File: src/rtl/nsrf_defines.svh
// offsets, field positions, codes and counts of the subframe report framer
`ifndef NSRF_DEFINES_SVH
`define NSRF_DEFINES_SVH
`define NSRF_REG_CTRL     8'h00
`define NSRF_REG_STAT     8'h04
`define NSRF_REG_RPTCNT   8'h08
`define NSRF_REG_DROPCNT  8'h0c
`define NSRF_CTRL_EN_BIT  0
`define NSRF_CTRL_RESET   32'h00000000
`define NSRF_GNSS_GPS     8'h00
`define NSRF_GNSS_SBAS    8'h01
`define NSRF_GNSS_GAL     8'h02
`define NSRF_GNSS_BDS     8'h03
`define NSRF_GNSS_QZSS    8'h05
`define NSRF_GNSS_GLO     8'h06
`define NSRF_WC_GPS       8'h0a
`define NSRF_WC_SBAS      8'h09
`define NSRF_WC_GAL       8'h08
`define NSRF_WC_GLO       8'h03
`define NSRF_WC_NONE      8'h00
`define NSRF_SV_UNKNOWN   8'hff
`define NSRF_MAX_WORDS    10
`define NSRF_INV_MASK     32'h3fffffc0
`define NSRF_BDS_MASK     32'h3fffffff
`endif

File: src/rtl/nsrf_pkg.sv
// types of the subframe report framer
package nsrf_pkg;
  // source identity, sampled with the first word of a subframe
  typedef struct packed {
    logic [7:0]  gnss_id;
    logic [7:0]  signal_id;
    logic [7:0]  sv_id;
    logic        sv_known;
    logic        frame_known;
    logic [7:0]  frame_num;
    logic [15:0] superframe_num;
  } nsrf_src_s;
  // one decoded word from the bit decoder
  typedef struct packed {
    logic [31:0] data;
    logic        parity_ok;
    logic        invert;
    logic        last;
  } nsrf_word_s;
  // one word of the outgoing report
  typedef struct packed {
    logic [31:0] data;
    logic        first;
    logic        last;
  } nsrf_rpt_s;
  typedef enum logic [1:0] {ST_COLLECT, ST_HEAD, ST_BODY, ST_EXTRA} nsrf_state_e;
endpackage

File: src/rtl/nsrf_framer.sv
// subframe report framer: collects decoded words and emits one report per subframe
`timescale 1ns/1ps
`include "nsrf_defines.svh"
// Operation
// - one report per complete decoded subframe when enabled
// - navigation bits passed on as received apart from inversion and BeiDou padding
// - payload in 32-bit words with word count
// - report carries constellation id for host parsing
// - report only after complete subframe, parity passed
// - apply required bit inversion before output
// - GPS legacy and BeiDou: ten words, arrival order
// - GPS L2C: ten words per subframe
// - GLONASS string packed into three words
// - GLONASS fourth word frame numbers, zero unknown
// - unidentified GLONASS satellite reported as 255
// - BeiDou top two bits are padding
// - Galileo page pair in eight words
// - Galileo alert pages keep page-type bits
// - SBAS 250-bit block in data words
// - QZSS uses the GPS word structures
// - constellation ids 0,1,2,3,5,6 and signal ids
// - word counts 10,9,8,3 by constellation
module nsrf_framer
  import nsrf_pkg::*;
#(
  parameter int MAX_WORDS = `NSRF_MAX_WORDS
)
(
  // clock and reset
  input  wire logic        mclk,
  input  wire logic        rst,
  // register port
  input  wire logic [7:0]  reg_addr,
  input  wire logic [31:0] reg_wdata,
  input  wire logic        reg_wr,
  input  wire logic        reg_rd,
  output logic      [31:0] reg_rdata,
  // decoded words from the bit decoder
  input  wire logic        in_valid,
  input  wire nsrf_word_s  in_word,
  input  wire nsrf_src_s   in_src,
  output logic             in_ready,
  // report stream to the host
  output logic             out_valid,
  output nsrf_rpt_s        out_rpt
);

  ////////////////////////////////////////////////////////////////////////////
  // helpers

  function automatic logic [7:0] word_count_of(input logic [7:0] gnss);
    case (gnss)
      `NSRF_GNSS_GPS, `NSRF_GNSS_BDS, `NSRF_GNSS_QZSS: word_count_of = `NSRF_WC_GPS;
      `NSRF_GNSS_SBAS: word_count_of = `NSRF_WC_SBAS;
      `NSRF_GNSS_GAL:  word_count_of = `NSRF_WC_GAL;
      `NSRF_GNSS_GLO:  word_count_of = `NSRF_WC_GLO;
      default:         word_count_of = `NSRF_WC_NONE;
    endcase
  endfunction

  // bits stay as received apart from inversion and beidou padding
  function automatic logic [31:0] shape_word(input logic [31:0] d, input logic inv,
                                             input logic [7:0] gnss);
    logic [31:0] w;
    w = d;
    if (inv)
      w = w ^ `NSRF_INV_MASK;
    if (gnss == `NSRF_GNSS_BDS)
      w = w & `NSRF_BDS_MASK;
    shape_word = w;
  endfunction

  ////////////////////////////////////////////////////////////////////////////
  // state

  nsrf_state_e state_ff;
  nsrf_src_s   src_ff;
  logic [31:0] mem_ff [MAX_WORDS];
  logic [7:0]  cnt_ff;
  logic [7:0]  idx_ff;
  logic        par_bad_ff;
  logic        en_ff;
  logic [15:0] rpt_cnt_ff;
  logic [15:0] drop_cnt_ff;
  logic        in_ready_ff;
  logic        out_valid_ff;
  nsrf_rpt_s   out_rpt_ff;
  logic [31:0] rdata_ff;

  nsrf_src_s   cur_src;
  logic [7:0]  cur_wc;
  logic [7:0]  rpt_wc;
  logic        take;
  logic        good_end;
  logic        body_end;
  logic        is_glo;

  assign cur_src  = (cnt_ff == 8'h00) ? in_src : src_ff;
  assign cur_wc   = word_count_of(cur_src.gnss_id);
  assign rpt_wc   = word_count_of(src_ff.gnss_id);
  assign take     = (state_ff == ST_COLLECT) && in_valid && en_ff;
  assign good_end = take && in_word.last && !par_bad_ff && in_word.parity_ok
                    && (cur_wc != `NSRF_WC_NONE) && (cnt_ff + 8'h01 == cur_wc);
  assign is_glo   = (src_ff.gnss_id == `NSRF_GNSS_GLO);
  assign body_end = (idx_ff + 8'h01 == rpt_wc);

  ////////////////////////////////////////////////////////////////////////////
  // sequencing

  always_ff @(posedge mclk)
  begin
    if (rst)
    begin
      state_ff <= ST_COLLECT;
      idx_ff   <= 8'h00;
    end
    else
    begin
      case (state_ff)
        ST_COLLECT:
        begin
          if (good_end)
            state_ff <= ST_HEAD;
          idx_ff <= 8'h00;
        end
        ST_HEAD:
          state_ff <= ST_BODY;
        ST_BODY:
        begin
          idx_ff <= idx_ff + 8'h01;
          if (body_end)
            state_ff <= is_glo ? ST_EXTRA : ST_COLLECT;
        end
        ST_EXTRA:
          state_ff <= ST_COLLECT;
        default:
          state_ff <= ST_COLLECT;
      endcase
    end
  end

  ////////////////////////////////////////////////////////////////////////////
  // collection

  always_ff @(posedge mclk)
  begin
    if (rst)
    begin
      cnt_ff     <= 8'h00;
      par_bad_ff <= 1'b0;
      src_ff     <= '0;
    end
    else if (!en_ff || state_ff != ST_COLLECT)
    begin
      // disabling drops a half-collected subframe
      cnt_ff     <= 8'h00;
      par_bad_ff <= 1'b0;
    end
    else if (take)
    begin
      if (cnt_ff == 8'h00)
        src_ff <= in_src;
      if (in_word.last)
      begin
        cnt_ff     <= 8'h00;
        par_bad_ff <= 1'b0;
      end
      else
      begin
        // overlong subframes stop counting and fail the length check
        if (cnt_ff < 8'(MAX_WORDS))
          cnt_ff <= cnt_ff + 8'h01;
        par_bad_ff <= par_bad_ff | ~in_word.parity_ok;
      end
    end
  end

  always_ff @(posedge mclk)
  begin
    if (take && cnt_ff < 8'(MAX_WORDS))
      mem_ff[cnt_ff[3:0]] <= shape_word(in_word.data, in_word.invert, cur_src.gnss_id);
  end

  // decoder is held off while a report goes out
  always_ff @(posedge mclk)
  begin
    if (rst)
      in_ready_ff <= 1'b1;
    else if (good_end)
      in_ready_ff <= 1'b0;
    else if ((state_ff == ST_BODY && body_end && !is_glo) || state_ff == ST_EXTRA)
      in_ready_ff <= 1'b1;
  end

  ////////////////////////////////////////////////////////////////////////////
  // report output

  always_ff @(posedge mclk)
  begin
    if (rst)
    begin
      out_valid_ff <= 1'b0;
      out_rpt_ff   <= '0;
    end
    else
    begin
      out_valid_ff <= 1'b0;
      out_rpt_ff   <= '0;
      case (state_ff)
        ST_HEAD:
        begin
          out_valid_ff     <= 1'b1;
          out_rpt_ff.first <= 1'b1;
          out_rpt_ff.data[31:24] <= src_ff.gnss_id;
          out_rpt_ff.data[23:16] <= src_ff.signal_id;
          out_rpt_ff.data[7:0]   <= rpt_wc;
          out_rpt_ff.data[15:8]  <= (is_glo && !src_ff.sv_known) ? `NSRF_SV_UNKNOWN
                                                                   : src_ff.sv_id;
        end
        ST_BODY:
        begin
          out_valid_ff    <= 1'b1;
          out_rpt_ff.data <= mem_ff[idx_ff[3:0]];
          out_rpt_ff.last <= body_end && !is_glo;
        end
        ST_EXTRA:
        begin
          out_valid_ff    <= 1'b1;
          out_rpt_ff.last <= 1'b1;
          if (src_ff.frame_known)
            out_rpt_ff.data <= {8'h00, src_ff.superframe_num, src_ff.frame_num};
        end
        default:
          out_valid_ff <= 1'b0;
      endcase
    end
  end

  ////////////////////////////////////////////////////////////////////////////
  // registers

  always_ff @(posedge mclk)
  begin
    if (rst)
      en_ff <= 1'(`NSRF_CTRL_RESET >> `NSRF_CTRL_EN_BIT);
    else if (reg_wr && reg_addr == `NSRF_REG_CTRL)
      en_ff <= reg_wdata[`NSRF_CTRL_EN_BIT];
  end

  always_ff @(posedge mclk)
  begin
    if (rst)
    begin
      rpt_cnt_ff  <= 16'h0000;
      drop_cnt_ff <= 16'h0000;
    end
    else
    begin
      if (out_valid_ff && out_rpt_ff.last)
        rpt_cnt_ff <= rpt_cnt_ff + 16'h0001;
      // a write to the drop count register clears it; a drop in that cycle still counts
      if (take && in_word.last && !good_end)
        drop_cnt_ff <= (reg_wr && reg_addr == `NSRF_REG_DROPCNT) ? 16'h0001
                                                                 : drop_cnt_ff + 16'h0001;
      else if (reg_wr && reg_addr == `NSRF_REG_DROPCNT)
        drop_cnt_ff <= 16'h0000;
    end
  end

  always_ff @(posedge mclk)
  begin
    if (rst)
      rdata_ff <= 32'h00000000;
    else if (reg_rd)
    begin
      case (reg_addr)
        `NSRF_REG_CTRL:    rdata_ff <= {31'h00000000, en_ff};
        `NSRF_REG_STAT:    rdata_ff <= {16'h0000, cnt_ff, 6'h00, state_ff};
        `NSRF_REG_RPTCNT:  rdata_ff <= {16'h0000, rpt_cnt_ff};
        `NSRF_REG_DROPCNT: rdata_ff <= {16'h0000, drop_cnt_ff};
        default:           rdata_ff <= 32'h00000000;
      endcase
    end
    else
      rdata_ff <= 32'h00000000;
  end

  assign reg_rdata = rdata_ff;
  assign in_ready  = in_ready_ff;
  assign out_valid = out_valid_ff;
  assign out_rpt   = out_rpt_ff;

  ////////////////////////////////////////////////////////////////////////////
  // checks

  a_report_starts: assert property (@(posedge mclk) disable iff (rst)
    good_end |-> ##2 (out_valid && out_rpt.first))
    else $error("report did not start after a good subframe");

  a_parity_blocks: assert property (@(posedge mclk) disable iff (rst)
    (take && in_word.last && (par_bad_ff || !in_word.parity_ok))
      |=> (state_ff == ST_COLLECT) ##1 !out_valid)
    else $error("report emitted for a subframe with failed parity");

  a_header_count: assert property (@(posedge mclk) disable iff (rst)
    (out_valid && out_rpt.first) |-> (out_rpt.data[7:0] == word_count_of(out_rpt.data[31:24])))
    else $error("header word count does not match constellation");

  a_glo_unknown: assert property (@(posedge mclk) disable iff (rst)
    (out_valid && out_rpt.first && out_rpt.data[31:24] == `NSRF_GNSS_GLO && !src_ff.sv_known)
      |-> (out_rpt.data[15:8] == `NSRF_SV_UNKNOWN))
    else $error("unidentified glonass satellite not reported as unknown");

  a_bds_pad: assert property (@(posedge mclk) disable iff (rst)
    (out_valid && !out_rpt.first && src_ff.gnss_id == `NSRF_GNSS_BDS)
      |-> (out_rpt.data[31:30] == 2'b00))
    else $error("beidou padding bits not cleared");

  a_ten_words: assert property (@(posedge mclk) disable iff (rst)
    (out_valid && out_rpt.first && out_rpt.data[7:0] == `NSRF_WC_GPS)
      |=> (out_valid && !out_rpt.last) [*8] ##1 (out_valid && !out_rpt.last)
          ##1 (out_valid && out_rpt.last))
    else $error("ten-word report has wrong length");

  a_gal_eight: assert property (@(posedge mclk) disable iff (rst)
    (out_valid && out_rpt.first && out_rpt.data[31:24] == `NSRF_GNSS_GAL)
      |-> ##8 (out_valid && out_rpt.last))
    else $error("galileo report not eight words");

  a_glo_extra: assert property (@(posedge mclk) disable iff (rst)
    (out_valid && out_rpt.first && out_rpt.data[31:24] == `NSRF_GNSS_GLO)
      |-> ##4 (out_valid && out_rpt.last
               && (src_ff.frame_known || out_rpt.data == 32'h00000000)))
    else $error("glonass frame word missing or not zero when unknown");

  a_inverted: assert property (@(posedge mclk) disable iff (rst)
    (take && in_word.invert && cur_src.gnss_id == `NSRF_GNSS_GPS && cnt_ff < 8'h0a)
      |=> (mem_ff[$past(cnt_ff[3:0])] == ($past(in_word.data) ^ `NSRF_INV_MASK)))
    else $error("inverted word stored without inversion");

  a_sbas_nine: assert property (@(posedge mclk) disable iff (rst)
    (out_valid && out_rpt.first && out_rpt.data[31:24] == `NSRF_GNSS_SBAS)
      |-> ##9 (out_valid && out_rpt.last))
    else $error("sbas report not nine words");

  a_ready_drop: assert property (@(posedge mclk) disable iff (rst)
    good_end |=> !in_ready)
    else $error("decoder not held off after a good subframe");

  a_idle_zero: assert property (@(posedge mclk) disable iff (rst)
    !out_valid |-> (out_rpt == '0))
    else $error("report word not zero while idle");

endmodule

File: config.mk
export PLATFORM = sky130hd
export DESIGN_NAME = nsrf_framer
export DESIGN_NICKNAME = d
export VERILOG_FILES = /design/src/rtl/nsrf_pkg.sv /design/src/rtl/nsrf_framer.sv
export VERILOG_INCLUDE_DIRS = /design/src /design/src/rtl
export SDC_FILE = /design/constraint.sdc
export NUM_CORES = 1
export LEC_CHECK = 0
export ABC_CLOCK_PERIOD_IN_PS = 3650
export BUFFER_PORTS_ARGS = -buffer_cell sky130_fd_sc_hd__buf_2
export CAP_MARGIN = 0
export CORE_MARGIN = 2
export CORE_UTILIZATION = 59
export CTS_CLUSTER_SIZE = 24
export DETAILED_ROUTE_END_ITERATION = 16
export GPL_TIMING_DRIVEN = 0
export PLACE_DENSITY = 0.8
export SLEW_MARGIN = 20
export SYNTH_ARGS = -nofsm -noshare
export SYNTH_HDL_FRONTEND = slang
export SYNTH_SLANG_ARGS = --single-unit
File: constraint.sdc
create_clock -name mclk -period 3.65 [get_ports mclk]
set_clock_uncertainty 0.15 [all_clocks]
set_input_delay 0.73 -clock mclk [delete_from_list [all_inputs] [get_ports mclk]]
set_output_delay 0.73 -clock mclk [all_outputs]
set_load 0.02 [all_outputs]
Yosys cells after proc, flatten, opt, wreduce, memory -nomap -nowiden
Memories as Yosys holds them, arrays and structs flattened. A register that Yosys moved wholly into a read port is not among the register bits.
Index checks and enable logic that the tools add are counted.
{ "op_classes": {"n_mul": 0, "n_reduce_logical": 43, "eq_ne": 20, "shifts": 0, "n_addsub": 4, "div_mod_pow": 0, "muxes": 30, "bitwise_logic": 5, "magnitude_cmp": 1} }
{ "op_table": {"columns": ["cell", "n"], "rows": [
  ["$pmux W32 S3", 1],
  ["$mux W32", 2],
  ["$pmux W16 S4", 1],
  ["$mux W50", 1],
  ["$mux W16", 3],
  ["$eq A8 B3 Y1 const B", 5],
  ["$add A16 B1 Y16 const B", 2],
  ["$eq A8 B2 Y1 const B", 4],
  ["$logic_not A8 Y1", 4],
  ["$pmux W4 S4", 2],
  ["$mux W30", 1],
  ["$mux W24", 1],
  ["$mux W8", 3],
  ["$not A24 Y24", 1],
  ["$add A8 B1 Y8 const B", 2],
  ["$eq A8 B1 Y1 const B", 2],
  ["$eq A8 B4 Y1 const B", 2],
  ["$eq A8 B8 Y1", 2],
  ["$logic_and A1 B1 Y1", 16],
  ["$pmux W8 S2", 1],
  ["$reduce_bool A2 Y1", 5],
  ["$reduce_or A3 Y1", 3],
  ["$lt A8 B4 Y1 const B", 1],
  ["$mux W4", 2],
  ["16 further kinds", 36]
]} }
{ "word_totals": {"mem_bits_ro": 0, "mem_count": 1, "reg_bits": 170, "latchBits": 0, "ramBits": 320, "input_bits": 130, "output_inout_bits": 68, "elab_cells": 124} }
{ "memory_table": {"columns": ["name", "depth", "width", "read_ports", "rd_ports_with_merged_regs", "write_ports", "line", "text"], "rows": [
  ["mem_ff", 10, 32, 1, 1, 1, "nsrf_framer.sv:78", "logic [31:0] mem_ff [MAX_WORDS];"]
]} }

Longest topological paths before layout
{ "depth": {"ltp_word": 11, "mapped_depth": 11, "mapped_depth_nobuf": 9} }

Least setup slack after synthesis
Ideal clock, no wire load.
{ "synth_timing": {"kind": "reg2reg", "startpoint": "reg cnt_ff[0]", "endpoint": "mem mem_ff[0][0], enable pin", "synth_period_minus_slack_ps": 3073, "stages_incl_launch_ff": 8, "required_time_ps": 3091, "setup_time_ps": 409, "path_slack_ps": 577, "n_path_buf": 1, "arrival_ps": 2514, "path_cell_list": "dfxtp_1 > inv_1 > ha_1 > nor3b_2 > and2_1 > nand2_1 > clkinv_1 > clkbuf_1"} }
{ "synth_between": {"elab_chain_cells": 4} }
{ "synth_lines": {"columns": ["item", "line", "text"], "rows": [
  ["start: declaration", "nsrf_framer.sv:79", "logic [7:0] cnt_ff;"],
  ["start signal: assignment", "nsrf_framer.sv:172", "cnt_ff <= cnt_ff + 8'h01;"],
  ["$lt A8 B4 Y1", "nsrf_framer.sv:180", "if (take && cnt_ff < 8'(MAX_WORDS))"],
  ["$logic_and A1 B1 Y1", "nsrf_framer.sv:180", null],
  ["$mux W1", "nsrf_framer.sv:180", null],
  ["$mux W1 (not written as such)", "nsrf_framer.sv:181", "mem_ff[cnt_ff[3:0]] <= shape_word(in_word.data, in_word.invert, cur_src.gnss_id);"],
  ["end: declaration", "nsrf_framer.sv:78", null]
]} }
Parallel ways exist; a longest one is shown, timed or not.

Worst setup path after layout
{ "layout_timing": {"startpoint": "reg cnt_ff[0]", "endpoint": "reg drop_cnt_ff[3]"} }
{ "layout_between": {"elab_chain_cells": 11, "word_cells_on_any_way": 19, "classes_between": "add/sub: 1; eq/ne: 6; mux: 3; reduce/logical: 9"} }
{ "layout_lines": {"columns": ["item", "line", "text"], "rows": [
  ["$logic_not A8 Y1", "nsrf_framer.sv:98", "assign cur_src = (cnt_ff == 8'h00) ? in_src : src_ff;"],
  ["$mux W50", null, null],
  ["$eq A8 B2 Y1 (tied with other cells)", "nsrf_framer.sv:52", "case (gnss)"],
  ["$reduce_or A3 Y1", "nsrf_framer.sv:52", null],
  ["$pmux W4 S4", "nsrf_framer.sv:52", null],
  ["$reduce_bool A8 Y1 (no line)", null, null],
  ["$logic_and A1 B1 Y1", "nsrf_framer.sv:102", "assign good_end = take && in_word.last && !par_bad_ff && in_word.parity_ok"],
  ["$logic_and A1 B1 Y1 *", "nsrf_framer.sv:102", null],
  ["$logic_not A1 Y1 *", "nsrf_framer.sv:262", "if (take && in_word.last && !good_end)"],
  ["$logic_and A1 B1 Y1 *", "nsrf_framer.sv:262", null],
  ["$mux W16 or $reduce_bool A2 Y1 (tied branches)", null, null],
  ["end signal: assignment", "nsrf_framer.sv:263", "drop_cnt_ff <= (reg_wr && reg_addr == `NSRF_REG_DROPCNT) ? 16'h0001"],
  ["end: declaration", "nsrf_framer.sv:84", "logic [15:0] drop_cnt_ff;"]
]} }
Every way passes the cells marked *; elsewhere a longest branch is shown, timed or not.
A chain may end at the register's enable or synchronous reset.

==> reports/qor.tcl <==
set qor(crit_arrival_ns) 3.77
set qor(detail_route.vias_per_cell) 6.14
set qor(detail_route.wirelength_mm) 49.9
set qor(synth-simple-area-share_pct) 9.53
set qor(synth.mux.area_fraction_pct) 10.8
set qor(synth-compound-area-share_pct) 8.08
set qor(firstDrtPassIters) 8
set qor(area_share_of_the_leading_cell_type_in_the_synthesized_netlist_pct) 49.7
set qor(post-synth-top-area-cell) {edfxtp_1}
set qor(cts_made_buffers) 47
set qor(clk_pin_slew_worst_paths_ns) 0.06
set qor(postSynth.topFlopCell) {edfxtp_1}
set qor(sum_of_overflow_across_all_layers_after_global_routing) 0
set qor(fin_setup_tns_ns) 0
set qor(synth_area_per_cell_um2) 13.9
set qor(syn_to_final_growth_pct) 16.2
set qor(core_area_um2) 32400
set qor(ff2ff_path_depth) 11
set qor(path_delay_family) {compound AO/OA/AOI/OAI gates}
set qor(worstSetupEndpointType) {flop}
set qor(rr_startpoint) {cnt_ff[0]}
set qor(max-clock-path-buffers) 3
set qor(place_hpwl_mm) 33.6
set qor(place.port_buffers) 146
set qor(fmaxAchievable_ghz) 0.290
set qor(critical_path.endpoint) {drop_cnt_ff[3]}
set qor(total_setup_violations_reported_at_the_end_of_the_flow) 0
set qor(layout-drive-gt1-share_pct) 21.9
set qor(worstReg2RegEnd) {drop_cnt_ff[3]}
set qor(dr_total_vias) 12852
set qor(category_of_the_critical_setup_timing_path) {reg2reg}
set qor(die_width_um) 185
set qor(slew_headroom_pct) 25.9
set qor(rsz0062_at_grt) {no}
set qor(cts_hold_buffers) 0
set qor(post-place-cells) 2005
set qor(globalRouteTotalUtil_pct) 29.3
set qor(number_of_enable_flip_flop_cells_after_synthesis) 320
set qor(clock-sinks) 478
set qor(tritoncts_clock_tree) {yes}
set qor(drcViolationCount) 0
set qor(synth_cells) 1392
set qor(insertedDiodeCount) 0
set qor(start_point_of_the_critical_path) {cnt_ff[0]}
set qor(cp_bufs_invs) 3
set qor(placementRows) 66
set qor(yosys-top-cells-area) {edfxtp_1 50%, dfxtp_1 16%, mux4_2 7.7%}
set qor(timing.final.max_slew_violations) 0
set qor(wl_per_cell_um) 23.9
set qor(vdd_ir_drop_max_mv) 0.505
set qor(critical_path_depth) 11
set qor(cp_slowest_cell) {dfxtp_1}
set qor(hold_violations) 0
set qor(p_per_area_nw_per_um2) 488
set qor(leakagePower_nw) 7.52
set qor(htree_num_levels) 2
set qor(final_cell_count_no_fill) 2092
set qor(clock_tree.root_cell) {clkbuf_16}
set qor(fin_crit_sh_pct) 94.4
set qor(grt_first_pass_wirelength_mm) 73.7
set qor(clock_latency_ns) 0.55
set qor(max_slew.worst_pin.slew_ns) 1.11
set qor(synth.distinct_cells) 62
set qor(asyncSetResetFlopFracSynth_pct) 0
set qor(die_height_um) 185
set qor(post_synth_xor_area_fraction_pct) 2.37
set qor(regToRegSetupSlack_ns) 0.20
set qor(cts-resized-gates) 0
set qor(crit_path_cells) {inv_1, ha_1, nor3b_2, a211oi_1, o21ai_0, a2111o_1, a31oi_4, buf_6, buf_4, o31ai_1, a21oi_1}
set qor(synthesis.area_um2) 19300
set qor(cp_data_required_time_ns) 3.98
set qor(finalNetCount) 1749
set qor(maximum_number_of_pins_on_one_net_before_global_route_repair) 42
set qor(dr.first_iter.drc_count) 1571
set qor(synth_top_family_by_area) {multiplexers}
set qor(first_global_vias) 12233
set qor(peak_per_stage_delay_on_the_critical_path_ns) 0.56
set qor(outcome) {complete, no violations}
set qor(postCtsSetupBuffers) 0
set qor(path_max_fanout) 10
set qor(synth-adder-area-share_pct) 0.453
set qor(floorplan.die_area_um2) 34200
set qor(register_area_share_after_synthesis_pct) 66.1
set qor(ys_warn_count) 0
set qor(route.antenna.remaining_nets) 0
set qor(replace_congestion) 0.935
set qor(min_path_type) {in2reg}
set qor(grt_antenna_before_repair) 1
set qor(postSynthRegisterBits) 478
set qor(critPathLaunchType) {flop}
set qor(design.portCount) 198
set qor(initial_utilization_pct) 59.7
set qor(timing.final.crit_period_ns) 3.45
set qor(cap_violations) 0
[final cells by class]
type | count | area [um2]
clock buffers | 72 | 1380
plain buffers | 103 | 484
clock inverters | 15 | 193
inverters | 9 | 33.8
fillers | 2131 | 9910
well taps | 442 | 553
multi-input cells | 817 | 6120
repair buffers | 156 | 923
flip-flops and latches | 478 | 12800
[kinds of logic (layout without fill, tap and decap cells)]
kind of cell	count (synthesis)	in the layout
flops	478	478
simple gates	381	381
fa+ha+maj	7	7
xor+xnor	49	49
buf+inv	112	355
compound gates	240	240
mux	124	124
other cells	1	16
[state kept, by name, summed over array words and instances (netlist names), named ones only]
signal / count
in_ready: 1
idx_ff: 8
out_rpt: 34
mem_ff: 320
par_bad_ff: 1
reg_rdata: 16
src_ff: 50
cnt_ff: 8
drop_cnt_ff: 16
out_valid: 1
en_ff: 1
state_ff: 2
rpt_cnt_ff: 16
[worst min-delay path by stage]
stage	start	to	slack, ns	cells past startpoint
detailed placement	src_ff[2]	src_ff[2]	0.30	2
CTS	in_src[13]	src_ff[13]	0.26	3
global placement	src_ff[23]	src_ff[23]	0.29	2
finish	in_src[29]	src_ff[29]	0.27	3
global route	in_src[27]	src_ff[27]	0.26	3
floorplan	src_ff[24]	src_ff[24]	0.28	2
[cell usage in the layout (no fill, tap or decap), types with 33 or more instances in the layout]
| cell | Yosys | final |
|---|---|---|
| mux4_2 | 66 | 66 |
| a21oi_1 | 99 | 99 |
| dfxtp_1 | 158 | 158 |
| clkbuf_1 | 66 | 80 |
| buf_2 | 11 | 158 |
| nor2_1 | 75 | 75 |
| mux2i_1 | 42 | 42 |
| nor2b_1 | 33 | 33 |
| xor2_1 | 39 | 39 |
| edfxtp_1 | 320 | 320 |
| nand2_1 | 152 | 152 |
| clkbuf_16 | 0 | 48 |
[metal layers]
layer  vias to the layer above  global-route usage (%)  share of wire, %
li1                       5694                       -                 -
met1                      6277                    39.1                38
met2                       770                    48.6                49
met3                       111                    5.05               9.6
met4                         0                    11.2               3.7
met5                         -                       0                 0
[synth_stat cells, types with 12 or more instances]
library cell,n
a211oi_1,27
a21oi_1,99
a22oi_1,17
a31oi_1,13
and2_1,16
and3_1,12
buf_4,17
clkbuf_1,66
dfxtp_1,158
edfxtp_1,320
mux2_2,16
mux2i_1,42
mux4_2,66
nand2_1,152
nand3_1,24
nor2_1,75
nor2b_1,33
nor3_1,14
o21ai_0,27
o31ai_1,13
or4_1,15
xor2_1,39
[stage by stage]
| step | area, um2 | utilization [%] | setup WS, ns | hold WS (ns) | total power, mW |
|---|---|---|---|---|---|
| 2_1_floorplan | 19400 | - | 0.577 | 0.282 | 6.06 |
| 3_3_place_gp | 20700 | 63.8 | -1.35 | 0.291 | 6.17 |
| 3_5_place_dp | 20900 | 64.5 | 0.291 | 0.297 | 6.18 |
| 4_1_cts | 22500 | 69.4 | 0.165 | 0.257 | 11.0 |
| 5_1_grt | 22500 | 69.4 | 0.0680 | 0.258 | 11.2 |
| 6_report | 22500 | 69.4 | 0.205 | 0.268 | 11.0 |
[tightest hold or removal path, cell delays in order]
cell and delay, ns:
buf_2 0.09, nand2_1 0.04, a21oi_1 0.05
[report_power, final]
group / switching, mW / total, mW / leakage [nW] / internal (mW)
Clock: 1.99 / 4.89 / 0.767 / 2.90
Sequential: 0.000204 / 5.81 / 4.15 / 5.81
Combinational: 0.180 / 0.257 / 2.60 / 0.0764
No activity file was read; power rests on OpenSTA's default activity.
